--- src/flex_line_pkg.sv ---
// Purpose: shared constants for the flexible line configuration block
// Assumes: register addresses are the printed word addresses of the access protocol
// Notes: lines 4 to 11 exist; bulk bit positions equal the channel number
package flex_line_pkg;
    localparam int ADDR_W = 16;
    localparam int DATA_W = 32;
    localparam int FIRST_LINE = 4;
    localparam int LAST_LINE = 11;
    localparam int LINE_COUNT = 8;
    localparam int PULLUP_BITS = 12;
    localparam logic [15:0] ADDR_SINGLE = 16'h07d4;
    localparam logic [15:0] ADDR_ANALOG = 16'h0008;
    localparam logic [15:0] STRIDE_SINGLE = 16'h0001;
    localparam logic [15:0] STRIDE_ANALOG = 16'h0002;
    localparam logic [15:0] ADDR_STATE = 16'h0af0;
    localparam logic [15:0] ADDR_DIRECTION = 16'h0b22;
    localparam logic [15:0] ADDR_ANALOG_SELECT = 16'h0b40;
    localparam logic [15:0] ADDR_PULLUP_OFF = 16'h0b4a;
    localparam logic [15:0] ADDR_WRITE_BLOCK = 16'h0b54;
    localparam logic [31:0] WRITE_BLOCK_RESET = 32'h0000_0000;
    localparam logic [7:0] LINES_RESET = 8'h00;
    localparam logic [11:0] PULLUP_RESET = 12'h000;
    localparam logic [3:0] NO_LINE = 4'h0;
endpackage

--- src/pin_sync.sv ---
// Purpose: two-flop synchroniser for the line pins
// Assumes: pins change with no relation to clock
// Notes: first stage feeds only the second stage
`timescale 1ns/1ps
module pin_sync #(
    parameter int WIDTH = flex_line_pkg::LINE_COUNT
) (
    input wire logic clock,
    input wire logic reset_n,
    input wire logic [WIDTH-1:0] pin,
    output logic [WIDTH-1:0] synced
);
    logic [WIDTH-1:0] stage;

    always_ff @(posedge clock or negedge reset_n) begin
        if (!reset_n) begin
            stage <= '0;
            synced <= '0;
        end else begin
            stage <= pin;
            synced <= stage;
        end
    end
endmodule

--- src/flexible_io_line_config.sv ---
// Purpose: register access and line configuration for eight flexible lines
// Assumes: register port and converter run on clock; pins are asynchronous
// Notes: analog conversion itself lives outside; its result arrives on adc_value
// Function
// RULE1 - reading a line's single register makes it a digital input and returns its level.
// RULE2 - writing a line's single register makes a digital line an output driving the bit.
// RULE3 - a single-register write to an analog line is dropped and the line stays analog.
// RULE4 - reading a line's analog register puts it in analog mode before the value returns; the code sets the analog bit on the same edge that returns adc_value.
// RULE5 - eight 16-bit single registers sit at consecutive addresses for channels 4 to 11.
// RULE6 - a set write-block bit stops state, direction and analog-select writes on that line.
// RULE7 - analog-select bit 1 is analog, 0 digital, and leaving analog makes the line an input.
// RULE8 - the bulk direction register holds 0 for input and 1 for output, masked per bit.
// RULE9 - bulk state writes levels without touching direction and reads the sensed pins.
// RULE10 - in each bulk register a line's bit position equals its channel number.
// RULE11 - a set pull-up-off bit keeps the pull-up off on that line while it is an input.
// RULE12 - pull-up-off writes land on every bit whatever the write-block mask holds.
// RULE13 - the host forces an analog line to output by reading then writing its single register.
// RULE14 - the host sets up inputs by clearing block, analog and direction bits, then reading.
// RULE15 - the host sets up outputs by clearing block and analog bits, setting direction, writing.
// RULE16 - the host sets up analog inputs by clearing block bits, setting analog bits, reading.
// RULE17 - a bulk write updates all unblocked bits in one access and leaves blocked bits alone.
`timescale 1ns/1ps
module flexible_io_line_config (
    input wire logic clock,
    input wire logic reset_n,
    input wire logic [15:0] reg_addr,
    input wire logic reg_wr,
    input wire logic reg_rd,
    input wire logic [31:0] reg_wdata,
    output logic [31:0] reg_rdata,
    output logic reg_rvalid,
    input wire logic [31:0] adc_value,
    output logic [3:0] adc_channel,
    output logic adc_start,
    input wire logic [11:4] line_in,
    output logic [11:4] line_out,
    output logic [11:4] line_oe,
    output logic [11:4] pullup_en
);

    ////////////////////////////////////////////////////////////////////////////
    // state

    logic [11:4] analog;
    logic [11:4] dir;
    logic [11:4] level;
    logic [11:0] pullup_off;
    logic [31:0] write_block;
    logic [11:4] line_sync;
    logic [11:4] next_analog;
    logic [11:4] next_dir;
    logic [11:4] next_level;
    logic [11:0] next_pullup_off;
    logic [31:0] next_write_block;
    logic [31:0] next_rdata;
    logic next_rvalid;
    logic [3:0] next_adc_channel;
    logic next_adc_start;
    logic [11:4] allow;
    logic [3:0] single_line;
    logic [3:0] analog_line;
    logic rd_only;

    // returns the channel whose register sits at addr, or NO_LINE
    function automatic logic [3:0] line_of(input logic [15:0] addr, input logic [15:0] base,
                                           input logic [15:0] stride);
        logic [3:0] hit;
        hit = flex_line_pkg::NO_LINE;
        for (int k = flex_line_pkg::FIRST_LINE; k <= flex_line_pkg::LAST_LINE; k++) begin
            if (addr == 16'(base + stride * 16'(k - flex_line_pkg::FIRST_LINE))) begin
                hit = 4'(k);
            end
        end
        return hit;
    endfunction

    pin_sync #(.WIDTH(flex_line_pkg::LINE_COUNT)) u_pin_sync (
        .clock(clock),
        .reset_n(reset_n),
        .pin(line_in),
        .synced(line_sync)
    );

    ////////////////////////////////////////////////////////////////////////////
    // access decode and next values

    assign single_line = line_of(reg_addr, flex_line_pkg::ADDR_SINGLE,
                                 flex_line_pkg::STRIDE_SINGLE); // see RULE5
    assign analog_line = line_of(reg_addr, flex_line_pkg::ADDR_ANALOG,
                                 flex_line_pkg::STRIDE_ANALOG);
    // bit n of the mask guards channel n
    assign allow = ~write_block[flex_line_pkg::LAST_LINE:flex_line_pkg::FIRST_LINE]; // see RULE10
    // a write in the same cycle wins; the read is dropped with no answer
    assign rd_only = reg_rd && !reg_wr;

    always_comb begin
        next_analog = analog;
        next_dir = dir;
        next_level = level;
        next_pullup_off = pullup_off;
        next_write_block = write_block;
        next_rdata = 32'h0000_0000;
        next_rvalid = 1'b0;
        next_adc_channel = adc_channel;
        next_adc_start = 1'b0;
        if (reg_wr) begin
            if (reg_addr == flex_line_pkg::ADDR_STATE) begin
                // direction untouched, blocked bits kept
                next_level = (level & ~allow) | (reg_wdata[11:4] & allow); // see RULE9 RULE17
            end else if (reg_addr == flex_line_pkg::ADDR_DIRECTION) begin
                next_dir = (dir & ~allow) | (reg_wdata[11:4] & allow); // see RULE8 RULE6
            end else if (reg_addr == flex_line_pkg::ADDR_ANALOG_SELECT) begin
                next_analog = (analog & ~allow) | (reg_wdata[11:4] & allow); // see RULE7 RULE6
                next_dir = dir & ~(analog & ~next_analog); // see RULE7
            end else if (reg_addr == flex_line_pkg::ADDR_PULLUP_OFF) begin
                next_pullup_off = reg_wdata[11:0]; // see RULE12
            end else if (reg_addr == flex_line_pkg::ADDR_WRITE_BLOCK) begin
                next_write_block = reg_wdata;
            end else if (single_line != flex_line_pkg::NO_LINE) begin
                // an analog line ignores the write
                if (!analog[single_line]) begin // see RULE3
                    next_dir[single_line] = 1'b1; // see RULE2
                    next_level[single_line] = reg_wdata[0];
                end
            end
        end else if (rd_only) begin
            next_rvalid = 1'b1;
            if (reg_addr == flex_line_pkg::ADDR_STATE) begin
                // sensed terminal level, not the latch
                next_rdata[11:4] = line_sync; // see RULE9
            end else if (reg_addr == flex_line_pkg::ADDR_DIRECTION) begin
                next_rdata[11:4] = dir;
            end else if (reg_addr == flex_line_pkg::ADDR_ANALOG_SELECT) begin
                next_rdata[11:4] = analog;
            end else if (reg_addr == flex_line_pkg::ADDR_PULLUP_OFF) begin
                next_rdata[11:0] = pullup_off;
            end else if (reg_addr == flex_line_pkg::ADDR_WRITE_BLOCK) begin
                next_rdata = write_block;
            end else if (single_line != flex_line_pkg::NO_LINE) begin
                next_analog[single_line] = 1'b0; // see RULE1
                next_dir[single_line] = 1'b0;
                next_rdata[0] = line_sync[single_line];
            end else if (analog_line != flex_line_pkg::NO_LINE) begin
                // value is the converter's latest result; conversion runs outside
                next_analog[analog_line] = 1'b1; // see RULE4
                next_adc_channel = analog_line;
                next_adc_start = 1'b1;
                next_rdata = adc_value;
            end
        end
    end

    always_ff @(posedge clock or negedge reset_n) begin
        if (!reset_n) begin
            analog <= flex_line_pkg::LINES_RESET;
            dir <= flex_line_pkg::LINES_RESET;
            level <= flex_line_pkg::LINES_RESET;
            pullup_off <= flex_line_pkg::PULLUP_RESET;
            write_block <= flex_line_pkg::WRITE_BLOCK_RESET;
            reg_rdata <= 32'h0000_0000;
            reg_rvalid <= 1'b0;
            adc_channel <= flex_line_pkg::NO_LINE;
            adc_start <= 1'b0;
        end else begin
            analog <= next_analog;
            dir <= next_dir;
            level <= next_level;
            pullup_off <= next_pullup_off;
            write_block <= next_write_block;
            reg_rdata <= next_rdata;
            reg_rvalid <= next_rvalid;
            adc_channel <= next_adc_channel;
            adc_start <= next_adc_start;
        end
    end

    ////////////////////////////////////////////////////////////////////////////
    // pins and per-line checks

    assign line_out = level;

    for (genvar g = flex_line_pkg::FIRST_LINE; g <= flex_line_pkg::LAST_LINE; g++) begin : g_line
        localparam logic [15:0] SINGLE_AT = 16'(flex_line_pkg::ADDR_SINGLE
            + flex_line_pkg::STRIDE_SINGLE * 16'(g - flex_line_pkg::FIRST_LINE));
        localparam logic [15:0] ANALOG_AT = 16'(flex_line_pkg::ADDR_ANALOG
            + flex_line_pkg::STRIDE_ANALOG * 16'(g - flex_line_pkg::FIRST_LINE));

        // drive only a digital output; an analog sensor must not be driven
        assign line_oe[g] = dir[g] && !analog[g];
        assign pullup_en[g] = !analog[g] && !dir[g] && !pullup_off[g]; // see RULE11

        a_read_sets_input: assert property (@(posedge clock) disable iff (!reset_n) // see RULE1
            (rd_only && reg_addr == SINGLE_AT) |=> !analog[g] && !dir[g] && reg_rvalid
            && reg_rdata[0] == $past(line_sync[g]))
            else $error("single read did not make an input");
        a_write_drives: assert property (@(posedge clock) disable iff (!reset_n) // see RULE2
            (reg_wr && reg_addr == SINGLE_AT && !analog[g])
            |=> line_oe[g] && line_out[g] == $past(reg_wdata[0]))
            else $error("single write did not drive");
        a_analog_ignores: assert property (@(posedge clock) disable iff (!reset_n) // see RULE3
            (reg_wr && reg_addr == SINGLE_AT && analog[g])
            |=> analog[g] && !line_oe[g] && $stable(level[g]))
            else $error("analog line took a single write");
        a_ain_selects: assert property (@(posedge clock) disable iff (!reset_n) // see RULE4
            (rd_only && reg_addr == ANALOG_AT) |=> analog[g] && adc_start
            && adc_channel == 4'(g) && !line_oe[g])
            else $error("analog read did not select analog");
        a_block_holds: assert property (@(posedge clock) disable iff (!reset_n) // see RULE6
            (reg_wr && write_block[g] && (reg_addr == flex_line_pkg::ADDR_STATE
            || reg_addr == flex_line_pkg::ADDR_DIRECTION
            || reg_addr == flex_line_pkg::ADDR_ANALOG_SELECT))
            |=> $stable(level[g]) && $stable(dir[g]) && $stable(analog[g]))
            else $error("blocked bit changed");
        a_leave_analog: assert property (@(posedge clock) disable iff (!reset_n) // see RULE7
            (reg_wr && reg_addr == flex_line_pkg::ADDR_ANALOG_SELECT && !write_block[g]
            && analog[g] && !reg_wdata[g]) |=> !analog[g] && !dir[g] && !line_oe[g])
            else $error("leaving analog did not give an input");
        a_dir_takes: assert property (@(posedge clock) disable iff (!reset_n) // see RULE8
            (reg_wr && reg_addr == flex_line_pkg::ADDR_DIRECTION && !write_block[g])
            |=> dir[g] == $past(reg_wdata[g]) && $stable(analog[g]))
            else $error("direction write lost");
        a_state_keeps_dir: assert property (@(posedge clock) disable iff (!reset_n) // see RULE9
            (reg_wr && reg_addr == flex_line_pkg::ADDR_STATE && !write_block[g])
            |=> level[g] == $past(reg_wdata[g]) && $stable(dir[g]))
            else $error("state write touched direction");
        a_pullup_gate: assert property (@(posedge clock) disable iff (!reset_n) // see RULE11
            $rose(pullup_off[g]) |-> !pullup_en[g] && $past(reg_wr))
            else $error("pull-up on while disabled");
    end

    a_pullup_free: assert property (@(posedge clock) disable iff (!reset_n) // see RULE12
        (reg_wr && reg_addr == flex_line_pkg::ADDR_PULLUP_OFF)
        |=> pullup_off == $past(reg_wdata[11:0]))
        else $error("pull-up-off write filtered");
    a_state_read: assert property (@(posedge clock) disable iff (!reset_n) // see RULE9
        (rd_only && reg_addr == flex_line_pkg::ADDR_STATE)
        |=> reg_rvalid && reg_rdata[11:4] == $past(line_sync) && reg_rdata[3:0] == 4'h0)
        else $error("state read wrong");
endmodule

--- config.mk ---
export PLATFORM = sky130hd
export DESIGN_NAME = flexible_io_line_config
export DESIGN_NICKNAME = d
export VERILOG_FILES = /design/src/flex_line_pkg.sv /design/src/pin_sync.sv /design/src/flexible_io_line_config.sv
export SDC_FILE = /design/constraint.sdc
export NUM_CORES = 1
export LEC_CHECK = 0
export ABC_AREA = 1
export BUFFER_PORTS_ARGS = -buffer_cell sky130_fd_sc_hd__buf_2
export CORE_MARGIN = 3
export CORE_UTILIZATION = 55
export DETAILED_ROUTE_END_ITERATION = 10
export PLACE_DENSITY = 0.81
export SLEW_MARGIN = 20
export SYNTH_ARGS = -nofsm -noshare
export SYNTH_HDL_FRONTEND = slang
export SYNTH_SLANG_ARGS = --single-unit
--- constraint.sdc ---
create_clock -name clock -period 2.9 [get_ports clock]
set_input_delay 0.58 -clock clock [delete_from_list [all_inputs] [get_ports clock]]
set_output_delay 0.58 -clock clock [all_outputs]
set_load 0.005 [all_outputs]
* Word-level counts from Yosys, hierarchy flattened *
Index checks and enable logic that the tools add are counted.

operators by class
  muxes and demuxes = 87
  magnitude comparators = 4
  equality and inequality tests = 34
  reduce and logical (&&, ||, !) cells = 65
  bitwise operators = 25

operators with widths
  cell                    number
  $mux W8                 37
  $eq A16 B11 Y1 const B  8
  $mux W32                4
  $eq A16 B12 Y1 const B  5
  $mux W20                4
  $mux W4                 17
  $and A8 B8 Y8           8
  $eq A16 B4 Y1 const B   4
  $eq A16 B5 Y1 const B   4
  $not A8 Y8              5
  $or A8 B8 Y8            5
  $mux W31                1
  $logic_and A1 B1 Y1     27
  $logic_not A1 Y1        25
  $mux W1                 16
  $ne A2 B2 Y1 const B    8
  $mux W12                1
  $reduce_and A11 Y1      1
  $lt A4 B5 Y1 const B    2
  $reduce_and A9 Y1       1
  $bmux W1 S4             2
  $bwmux W8               1
  $demux W1 S4            2
  $ge A4 B1 Y1 const B    2
  12 further kinds        25

storage, ports and cells
  register bits after elaboration = 122
  word-level logic and storage cells = 226
  bits of input ports = 92
  output and inout port bits = 62

* Longest topological paths before layout *
Gate-level depths: netlist of the first run.

  depth in word-level cells = 23
  gate-level depth with buffers = 18

* By module *
Synthesis of the first run repeated with hierarchy kept, for this count alone.

unflattened totals
  cell total of the unflattened synthesis = 816
  area, all modules = 6546.3 µm²

modules (own cells, without submodules)
  module                   cells an instance  area each (µm²)  seq. area each (µm²)  times used
  flexible_io_line_config  800                6145.9           2652.5                1
  pin_sync                 16                 400.4            400.4                 1

* Least setup slack after synthesis of the first run *
No wires, ideal clock.

  path type = in2reg
  start = input reg_addr[15]
  end = register (tool-made name)
  cell stages on the path = 16
  path slack = 699 ps
  arrival = 2084 ps
  data required time = 2783 ps
  setup time = 117 ps
  cells stage by stage = nor2_1 > nand2_2 > nor2_8 > nand2_2 > nand2_4 > buf_6 > nand3_2 > nand4_1 > nand2_1 > nand2_1 > nand2_2 > nand2_4 > buf_6 > nand3_1 > nand2_1 > nand2_1

RTL lines
  what                RTL line                       source
  start: declaration  flexible_io_line_config.sv:26  input wire logic [15:0] reg_addr,

==> impl_metrics.yaml, run 1 <==
outcome:
  run_status: "finished, final reports clean"
timing:
  hold_violations: 0
  post-route-min-period_ns: 2.33
  period_share_pct: 80.2
  setup_tns_ns: 0
  maxSlewHeadroom_pct: 42.3
  drv_slew: 0
  max_freq_mhz: 430
  finalClockSkew_ns: 0.0105
  rsz0062_at_grt: "no"
  tightest_slew_ns: 0.866
  finalSetupViolCount: 0
synth:
  synthArstFlopShare_pct: 100
  synth_edf_count: 0
  synth_top_area_share_pct: 46.1
  yosys.area.top_type: "dfrtp_1"
  synth.yosys.seq_area_share_pct: 46.1
  yosys_warnings: 0
  ys_ff_latch: 122
  netlist_top_cells_area: "dfrtp_1 46%, nand2_1 11%, o21ai_0 5.4%, inv_1 5.4%, nand3_1 5.2%"
  synth_common_cells: "201 x nand2_1, 122 x dfrtp_1, 96 x inv_1"
  synth_cells: 840
  netlist_area_sq_um: 6630
  avgSynthCellArea_sq_um: 7.89
  synth-main-ff-cell: "dfrtp_1"
  synth.most_common_cell: "nand2_1"
  synthesis.nets: 932
  yosysUniqueCellTypes: 39
setup_path:
  path_buf_inv: 2
  worst_ep_required_time_ns: 3.22
  crit_chain: "buf_2 > nor2_1 > nand2_2 > nor2_8 > nand2_2 > nand2_4 > nand3_1 > nand2_1 > inv_1 > nand2_1 > nand2_1 > nand2_1 > nand2_2 > nand2_4 > nand3_1 > nand2_1 > nand2_1"
  worst_path_max_delay_cell: "nor2_8"
  cp_data_arrival_time_ns: 2.65
  critPathMaxFanout: 16
  crit_type: "primary input to register"
  path_delay_family: "simple AND/OR/NAND/NOR gates"
  cp_common_cell: "nand2_1"
  crit_path_end_kind: "register"
  worst_setup_path_start_kind: "primary input"
  cpPeakStageDelay_ns: 0.24
global_routing:
  grt_max_degree: 63
  grt_pass1_wl_um: 33100
  grt_pass1_vias: 6116
  gr-usage-all-layers_pct: 32.7
  grtUsageMet3_pct: 6.95
  grt_use_met2_pct: 47.7
  top_usage_layer: "met2"
  grt.overflow.total: 0
  gr-usage-met1_pct: 47.5
  antenna_found_initial: 0
floorplanning:
  die_w_um: 116
  core_sq_um: 11600
  initial_core_util_pct: 57.0
  die-area_sq_um: 13400
  die_height_um: 116
  io_pins: 154
  rows: 39
placed_design:
  dp_hpwl_um: 15900
  io_buffers: 153
  place_area_sq_um: 7640
  gp_congestion: 1.06
cts:
  clockBufferDepth: 2
  numCtsBuffers: 17
  clock_latency_ns: 0.43
  cts_resized: 0
  cts.clk_slew.worst_paths_ns: 0.06
  cts_hold_buffers: 0
  cts_root_buf: "clkbuf_16"
  cts_post_setup_buffers_inserted: 0
  htreeDepth: 4
  clock-sinks: 122
  cts_tree: "done"
detailed_routing:
  vias_per_cell: 5.88
  ant_nets: 0
  drt_iter0_markers: 1106
  routed_wl_um: 21700
  wire_per_inst_um: 18.6
  dr.pass1.iters: 6
  num_vias: 6867
  drc: 0
cells_and_area:
  fillCellCount: 916
  fin_area_sq_um: 8280
  multi_input_area_sq_um: 3020
  num-nets-final: 1104
  drive_above_1_share_pct: 27.3
  area_delta_synth_final_pct: 25.0
  antennaDiodeCount: 0
  ff_latch_area_sq_um: 3050
pwr:
  power_density_nw_per_um2: 536
  power_mw: 4.44
  ir_drop_mv: 0.557
  cellLeakagePower_nw: 4.42
flow_run:
  drv_cap: 0
min_path:
  hp-class: "primary input to async pin"
==> kinds of logic (layout without fill, tap and decap cells) <==
kind of cell,Yosys count,after routing,synth area share [%]
buffers and inverters,136,321,8.40
and+or+nand+nor,400,400,28.0
AOI/OAI and AO/OA,162,162,14.1
muxes,20,20,3.40
DFF,122,122,46.1
==> per-stage QoR <==
step | worst slack (ns) | util [%] | cells | hold slack [ns]
floorplan | 0.699 | - | 840 | 0.284
global placement | 0.252 | 65.8 | 1136 | 0.333
detailed placement | 0.228 | 65.8 | 1136 | 0.339
CTS | 0.636 | 71.3 | 1168 | 0.158
global route | 0.428 | 71.3 | 1168 | 0.177
finish | 0.573 | 71.3 | 1168 | 0.144
==> power breakdown <==
group / switching [mW] / leakage, nW / internal (mW)
Sequential: 0.0441 / 1.60 / 1.74
Clock: 0.860 / 0.308 / 1.46
Combinational: 0.224 / 2.51 / 0.120
Total: 1.13 / 4.42 / 3.31
==> cell usage in the layout (no fill, tap or decap), drive strengths merged, types with 9 or more instances in the layout <==
cell type / Yosys / layout
o31ai: 9 / 9
nand2: 219 / 219
o21ai: 73 / 73
nand3: 71 / 71
nor3: 17 / 17
clkbuf: 14 / 17
nand4: 19 / 19
buf: 14 / 181
nor2: 67 / 67
dfrtp: 122 / 122
mux2: 20 / 20
o211ai: 11 / 11
inv: 108 / 114
a21oi: 41 / 41
==> final cells by class <==
| cell class | count | share of cell area [%] |
|---|---|---|
| timing repair buffer | 181 | 12.0 |
| clock inverter | 15 | 2.55 |
| clock buffer | 17 | 5.14 |
| multi-input combinational | 582 | 36.4 |
| sequential | 122 | 36.9 |
| tap | 143 | 2.16 |
| inverter | 108 | 4.90 |
==> worst register-to-register path, delay by kind of cell (launching register included) <==
kind	cells	cell delay [ns]
buffers and inverters	2	0.20
DFF	1	0.45
and+or+nand+nor	10	0.97
==> path summary, 6_finish.rpt <==
| check | startpoint | endpoint | slack, ns | cells after the start |
|---|---|---|---|---|
| setup reg to reg | analog[5] | register | 1.19 | 12 |
| hold / removal | reset_n | reg_rdata[25] | 0.14 | 1 |
| setup / recovery | reg_addr[15] | register | 0.57 | 17 |
| min in group clock | line_in[10] | u_pin_sync.stage[6] | 0.26 | 1 |
| hold reg to reg | u_pin_sync.stage[0] | u_pin_sync.synced[0] | 0.35 | 0 |
| max in group asynchronous | reset_n | async pin | 2.00 | 2 |
==> layer usage <==
| metal | up-vias | routed length, um | part of all wire [%] |
|---|---|---|---|
| met5 | - | 0 | 0 |
| met4 | 0 | 939 | 4.3 |
| met3 | 86 | 2660 | 12 |
| met2 | 527 | 9520 | 44 |
| met1 | 3111 | 8630 | 40 |
| li1 | 3143 | - | - |
Note: power is estimated with default switching activity, not from simulation.
==> run 2: changes to the inputs <==
--- a/config.mk
+++ b/config.mk
@@ -5,10 +5,10 @@
 export SDC_FILE = /design/constraint.sdc
 export NUM_CORES = 1
 export LEC_CHECK = 0
-export ABC_AREA = 1
+export ABC_AREA = 0
 export BUFFER_PORTS_ARGS = -buffer_cell sky130_fd_sc_hd__buf_2
 export CORE_MARGIN = 3
-export CORE_UTILIZATION = 55
+export CORE_UTILIZATION = 54
 export DETAILED_ROUTE_END_ITERATION = 10
 export PLACE_DENSITY = 0.81
 export SLEW_MARGIN = 20
==> constraint.sdc (replaced) <==
create_clock -name clock -period 2.3 [get_ports clock]
set_input_delay 0.46 -clock clock [delete_from_list [all_inputs] [get_ports clock]]
set_output_delay 0.46 -clock clock [all_outputs]
set_load 0.005 [all_outputs]
==> run 2 against run 1 <==
Synthesized cell count decreased by 31%. Sequential cell count unchanged. Area after synthesis decreased by 7.3%. Cell count decreased by 18%. Critical path depth decreased by 10. Critical path type unchanged. Count of clock-buffer cells in the layout increased by 3. First-iteration DRC count decreased by 41%. Sequential share of layout area decreased by 0.18 points. Clock skew decreased by 0.0037 ns. Sequential power increased by 22%. Non-clock buffer count increased by 59. Worst setup slack got worse by 0.45 ns. Largest cell class unchanged.
==> impl_metrics.yaml, run 2 <==
outcome:
  run_status: "finished, final reports clean"
cts:
  clockBufferDepth: 2
  numCtsBuffers: 17
  cts_tree: "done"
  clock_latency_ns: 0.42
  htreeDepth: 4
  cts_root_buf: "clkbuf_16"
  cts_post_setup_buffers_inserted: 0
  cts.clk_slew.worst_paths_ns: 0.06
  clock-sinks: 122
timing:
  drv_slew: 0
  setup_slack_ns: 0.124
  post-route-min-period_ns: 2.18
  period_share_pct: 94.6
  finalClockSkew_ns: 0.00680
  maxSlewHeadroom_pct: 61.1
  holdWs_ns: 0.0292
  tightest_slew_ns: 0.584
  hold_violations: 0
  finalSetupViolCount: 0
  max_freq_mhz: 460
  rsz0062_at_grt: "no"
detailed_routing:
  ant_nets: 0
  dr.pass1.iters: 5
  vias_per_cell: 6.32
  top_layer_used: "met4"
  num_vias: 6052
  routed-wl-met3_um: 2010
  wl_met2_um: 9730
  wire_per_inst_um: 21.5
  routed_wl_um: 20500
  drt_iter0_markers: 650
  wl_met1_um: 8100
  drc: 0
placed_design:
  dp_hpwl_um: 14400
  dp_cells: 925
  post-place-ws_ns: -0.275
  place_area_sq_um: 7700
  io_buffers: 153
  gp_congestion: 0.957
cells_and_area:
  area_delta_synth_final_pct: 35.4
  fin_area_sq_um: 8320
  drive_above_1_share_pct: 42.8
  antennaDiodeCount: 0
  num-nets-final: 896
  final_cell_mix: "152 x buf_2, 122 x dfrtp_1, 81 x buf_4"
  fin_cells: 957
  mostFrequentLayoutCell: "buf_2"
synth:
  ys_ff_latch: 122
  synth.yosys.seq_area_share_pct: 49.7
  synth-main-ff-cell: "dfrtp_1"
  yosys_warnings: 0
  synth_cells: 581
  netlist_area_sq_um: 6140
  synth_common_cells: "122 x dfrtp_1, 68 x nor2_1, 43 x mux2_2"
  synth_edf_count: 0
  synth.most_common_cell: "dfrtp_1"
  synth_top_area_share_pct: 49.7
  synthesis.nets: 673
  yosys.area.top_type: "dfrtp_1"
  synthArstFlopShare_pct: 100
  netlist_top_cells_area: "dfrtp_1 50%, mux2_2 7.9%, nor2_1 4.2%, a22o_1 3.0%, o21ai_0 2.9%"
  yosysUniqueCellTypes: 67
  avgSynthCellArea_sq_um: 10.6
floorplanning:
  core_sq_um: 11000
  die_height_um: 113
  io_pins: 154
  rows: 38
  die-area_sq_um: 12700
  die_w_um: 113
  initial_core_util_pct: 55.9
global_routing:
  grt.overflow.total: 0
  gr-usage-all-layers_pct: 32.7
  grt_pass1_vias: 6196
  antenna_found_initial: 0
  grt_max_degree: 52
  grt_pass1_wl_um: 32000
setup_path:
  worst_ep_required_time_ns: 2.64
  crit_type: "primary input to register"
  critPathMaxFanout: 8
  crit_path_end_kind: "register"
  worst_setup_path_start_kind: "primary input"
  cp_data_arrival_time_ns: 2.51
pwr:
  cellLeakagePower_nw: 4.03
  ir_drop_mv: 0.836
  power_density_nw_per_um2: 636
flow_run:
  drv_cap: 0
min_path:
  hp-class: "primary input to async pin"
==> run 2: changes by cell type in the layout (fill, tap and decap cells not counted), moves of 16 or more <==
cell | before | now
a21oi_1 | 40 | 16
a22o_1 | 0 | 21
a22oi_1 | 0 | 16
buf_4 | 28 | 81
inv_1 | 96 | 11
mux2_2 | 20 | 43
nand2_1 | 201 | 22
nand3_1 | 69 | 8
o21ai_0 | 72 | 36
==> run 2: final timing paths <==
check / slack [ns] / from / endpoint / cells past startpoint
setup reg to reg: 0.35 / analog[10] / register / 6
min in group clock: 0.14 / line_in[10] / u_pin_sync.stage[6] / 1
hold / removal: 0.03 / reset_n / async pin / 1
setup / recovery: 0.12 / reg_addr[13] / reg_rdata[9] / 7
hold reg to reg: 0.35 / u_pin_sync.stage[5] / u_pin_sync.synced[5] / 0
max in group asynchronous: 1.58 / reset_n / reg_rdata[0] / 2
==> run 2: where the power goes <==
part / internal, mW / leakage (nW) / switching, mW
clock: 1.77 / 0.298 / 1.01
combinational: 0.140 / 2.10 / 0.197
sequential: 2.16 / 1.64 / 0.00905
==> run 2: area by class of cell <==
| class | count | area, sq um |
|---|---|---|
| fill | 755 | 2660 |
| inverter | 12 | 45.0 |
| multi-input combinational | 411 | 2930 |
| timing repair buffer | 240 | 1500 |
| tap | 140 | 175 |
| sequential | 122 | 3050 |
| clock buffer | 20 | 457 |
| clock inverter | 12 | 163 |
==> run 2: logic make-up after synthesis <==
family / Yosys count / synth area share [%]
flops: 122 / 49.7
simple gates: 191 / 17.3
xor+xnor: 1 / 0.143
buf+inv: 48 / 3.05
mux: 52 / 10.2
compound gates: 167 / 19.6
==> run 2: critical path, cell delays in order <==
cell,delay (ns)
buf_2,0.11
or4_4,0.54
or4_4,0.54
or3_4,0.43
nand3_4,0.16
a21oi_1,0.08
a211oi_2,0.20
==> run 2: stage by stage <==
stage                     utilization [%]  total power, mW  TNS [ns]
final                                75.8             5.29         0
after CTS                            75.7             5.32         0
after floorplan                         -             2.32    -0.280
after detailed placement             70.1             2.54    -12.51
after global placement               70.1             2.53     -8.04
after global routing                 75.8             5.44         0
==> run 2: per-layer routing <==
metal / vias up / GRT usage, %
met1: 2993 / 43.3
li1: 2637 / -
met5: - / 0
met3: 59 / 8.63
met2: 363 / 50.7
met4: 0 / 14.9
==> run 2: what timing repair did <==
| action | 4_1_cts | 5_1_grt |
|---|---|---|
| hold buffers | 0 | 0 |
| gates resized for setup | 0 | 1 |
| setup endpoints to repair | 0 | 2 |
==> run 3: changes to the inputs <==
--- a/config.mk
+++ b/config.mk
@@ -7,10 +7,12 @@
 export LEC_CHECK = 0
 export ABC_AREA = 0
 export BUFFER_PORTS_ARGS = -buffer_cell sky130_fd_sc_hd__buf_2
+export CORE_ASPECT_RATIO = 0.5
 export CORE_MARGIN = 3
 export CORE_UTILIZATION = 54
 export DETAILED_ROUTE_END_ITERATION = 10
-export PLACE_DENSITY = 0.81
+export PLACE_DENSITY_LB_ADDON = 0.2
+export SETUP_SLACK_MARGIN = 0.05
 export SLEW_MARGIN = 20
 export SYNTH_ARGS = -nofsm -noshare
 export SYNTH_HDL_FRONTEND = slang
==> run 3 against run 2 <==
Non-clock buffer count grew 14. Utilization grew 3.5 points. Critical path depth unchanged. Sequential power about the same. Maximum frequency up 1.9%. Worst hold slack better by 0.12 ns. Cell count rose by 1.5%. Global-route usage grew 1.2 points. Clock power increased by 3%. Via count shrank 0.36%.
==> impl_metrics.yaml, run 3 (synthesized netlist as in run 2, its figures left out) <==
outcome:
  run_status: "finished, final reports clean"
global_routing:
  grt_pass1_wl_um: 32800
  grt_pass1_vias: 6068
  grt.overflow.total: 0
  gr-usage-all-layers_pct: 33.9
  grt_max_degree: 46
  antenna_found_initial: 2
cells_and_area:
  final_cell_mix: "152 x buf_2, 122 x dfrtp_1, 95 x buf_4"
  fin_cells: 971
  fillCellCount: 697
  drive_above_1_share_pct: 43.9
  area_delta_synth_final_pct: 37.3
  antennaDiodeCount: 0
  num-nets-final: 910
  mostFrequentLayoutCell: "buf_2"
setup_path:
  crit_path_end_kind: "register"
  worst_path_max_delay_cell: "or4_4"
  cp_data_arrival_time_ns: 2.43
  path_delay_family: "simple AND/OR/NAND/NOR gates"
  rrSetupSlack_ns: 0.28
  crit_type: "primary input to register"
  reg2reg_from: "analog[7]"
  worst_setup_path_start_kind: "primary input"
  path_buf_inv: 1
  crit_chain: "buf_2 > or4_4 > or4_4 > or3_4 > a211oi_2 > a21oi_1 > o211a_1"
  cpPeakStageDelay_ns: 0.53
  ff2ff_path_depth: 6
  worst_ep_required_time_ns: 2.60
  critPathMaxFanout: 3
  cp_common_cell: "or4_4"
placed_design:
  dp_hpwl_um: 14900
  post-place-ws_ns: -0.255
  gp_congestion: 0.981
  io_buffers: 153
  dp_cells: 938
floorplanning:
  io_pins: 154
  rows: 26
  die_w_um: 157
  initial_core_util_pct: 57.8
  die-area_sq_um: 12800
  core_sq_um: 10600
  die_height_um: 81.4
pwr:
  power_density_nw_per_um2: 637
  p_sw_mw: 1.30
  p_sw_share_pct: 24.1
  pwr-share-seq_pct: 40.5
  cellLeakagePower_nw: 4.11
  p_clk_share_pct: 53.1
  ir_drop_mv: 0.477
  power.internal_mw: 4.07
  p_comb_share_pct: 6.4
cts:
  cts_root_buf: "clkbuf_16"
  clock_latency_ns: 0.42
  cts_resized: 0
  clockBufferDepth: 2
  clock-sinks: 122
  cts_hold_buffers: 1
  htreeDepth: 4
  cts_post_setup_buffers_inserted: 0
  cts.clk_slew.worst_paths_ns: 0.06
  numCtsBuffers: 17
  cts_tree: "done"
timing:
  finalClockSkew_ns: 0.00875
  max_freq_mhz: 468
  hold_violations: 0
  setup_slack_ns: 0.165
  post-route-min-period_ns: 2.13
  rsz0062_at_grt: "no"
  maxSlewHeadroom_pct: 65.2
  finalSetupViolCount: 0
  drv_slew: 0
  period_share_pct: 92.8
  tightest_slew_ns: 0.515
flow_run:
  drv_cap: 0
detailed_routing:
  routed_wl_um: 20800
  ant_nets: 0
  vias_per_cell: 6.21
  num_vias: 6030
  dr.pass1.iters: 10
  drt_iter0_markers: 598
  wire_per_inst_um: 21.4
  drc: 0
min_path:
  hp-class: "primary input to register"
  min_path_cells: 1
  hp-start: "line_in[5]"
  hold_end: "u_pin_sync.stage[1]"
[run 3: changes by cell type in the layout (fill, tap and decap cells not counted), sizes merged]
cell,delta
buf,+13
inv,+3
clkbuf,-2
clkinv,-1
dlygate4sd3,+1
[run 3: area by class of cell]
class                      count  area (sq um)  area share (%)
sequential                   122          3050            36.2
multi-input combinational    411          2930            34.8
clock buffer                  18           439            5.21
timing repair buffer         254          1600            19.0
inverter                      12          45.0           0.534
clock inverter                14           186            2.21
tap                          140           175            2.08
[run 3: worst register-to-register path: stages (launching register included)]
cell,delay [ns]
dfrtp_1,0.46
mux4_2,0.54
o22ai_1,0.24
o31a_1,0.17
buf_4,0.21
a2bb2oi_1,0.19
o21ai_1,0.09
[run 3: worst max-delay path by stage]
stage | to | cells past startpoint | start
detailed placement | reg_rdata[8] | 7 | reg_addr[13]
floorplan | analog[9] | 6 | reg_addr[13]
finish | analog[9] | 7 | reg_addr[13]
CTS | reg_rdata[8] | 7 | reg_addr[13]
global placement | reg_rdata[8] | 7 | reg_addr[13]
global route | analog[10] | 7 | reg_addr[13]
[run 3: through the flow]
step                      hold slack (ns)  TNS [ns]  power, mW  area, sq um  utilization [%]
after CTS                           0.138         0       5.39         8430             79.3
after floorplan                     0.164    -0.318       2.32         6170                -
final                               0.150         0       5.37         8430             79.3
after detailed placement            0.335     -7.27       2.55         7800             73.3
after global placement              0.332     -6.78       2.54         7800             73.3
after global routing                0.136         0       5.54         8430             79.3
[run 3: power groups by stage]
| stage | logic [mW] | clock network [mW] | registers, mW |
|---|---|---|---|
| after floorplan | 0.111 | 0 | 2.21 |
| after global placement | 0.331 | 0 | 2.21 |
| after detailed placement | 0.338 | 0 | 2.21 |
| after CTS | 0.343 | 2.87 | 2.17 |
| after global routing | 0.375 | 2.99 | 2.17 |
| final | 0.346 | 2.85 | 2.17 |
[run 3: layer usage]
layer | part of all wire, % | track usage (%) | up-vias
li1 | - | - | 2680
met1 | 39 | 44.0 | 2881
met2 | 45 | 53.0 | 396
met3 | 13 | 11.7 | 69
met4 | 2.7 | 13.4 | 4
met5 | 0.086 | 0 | -
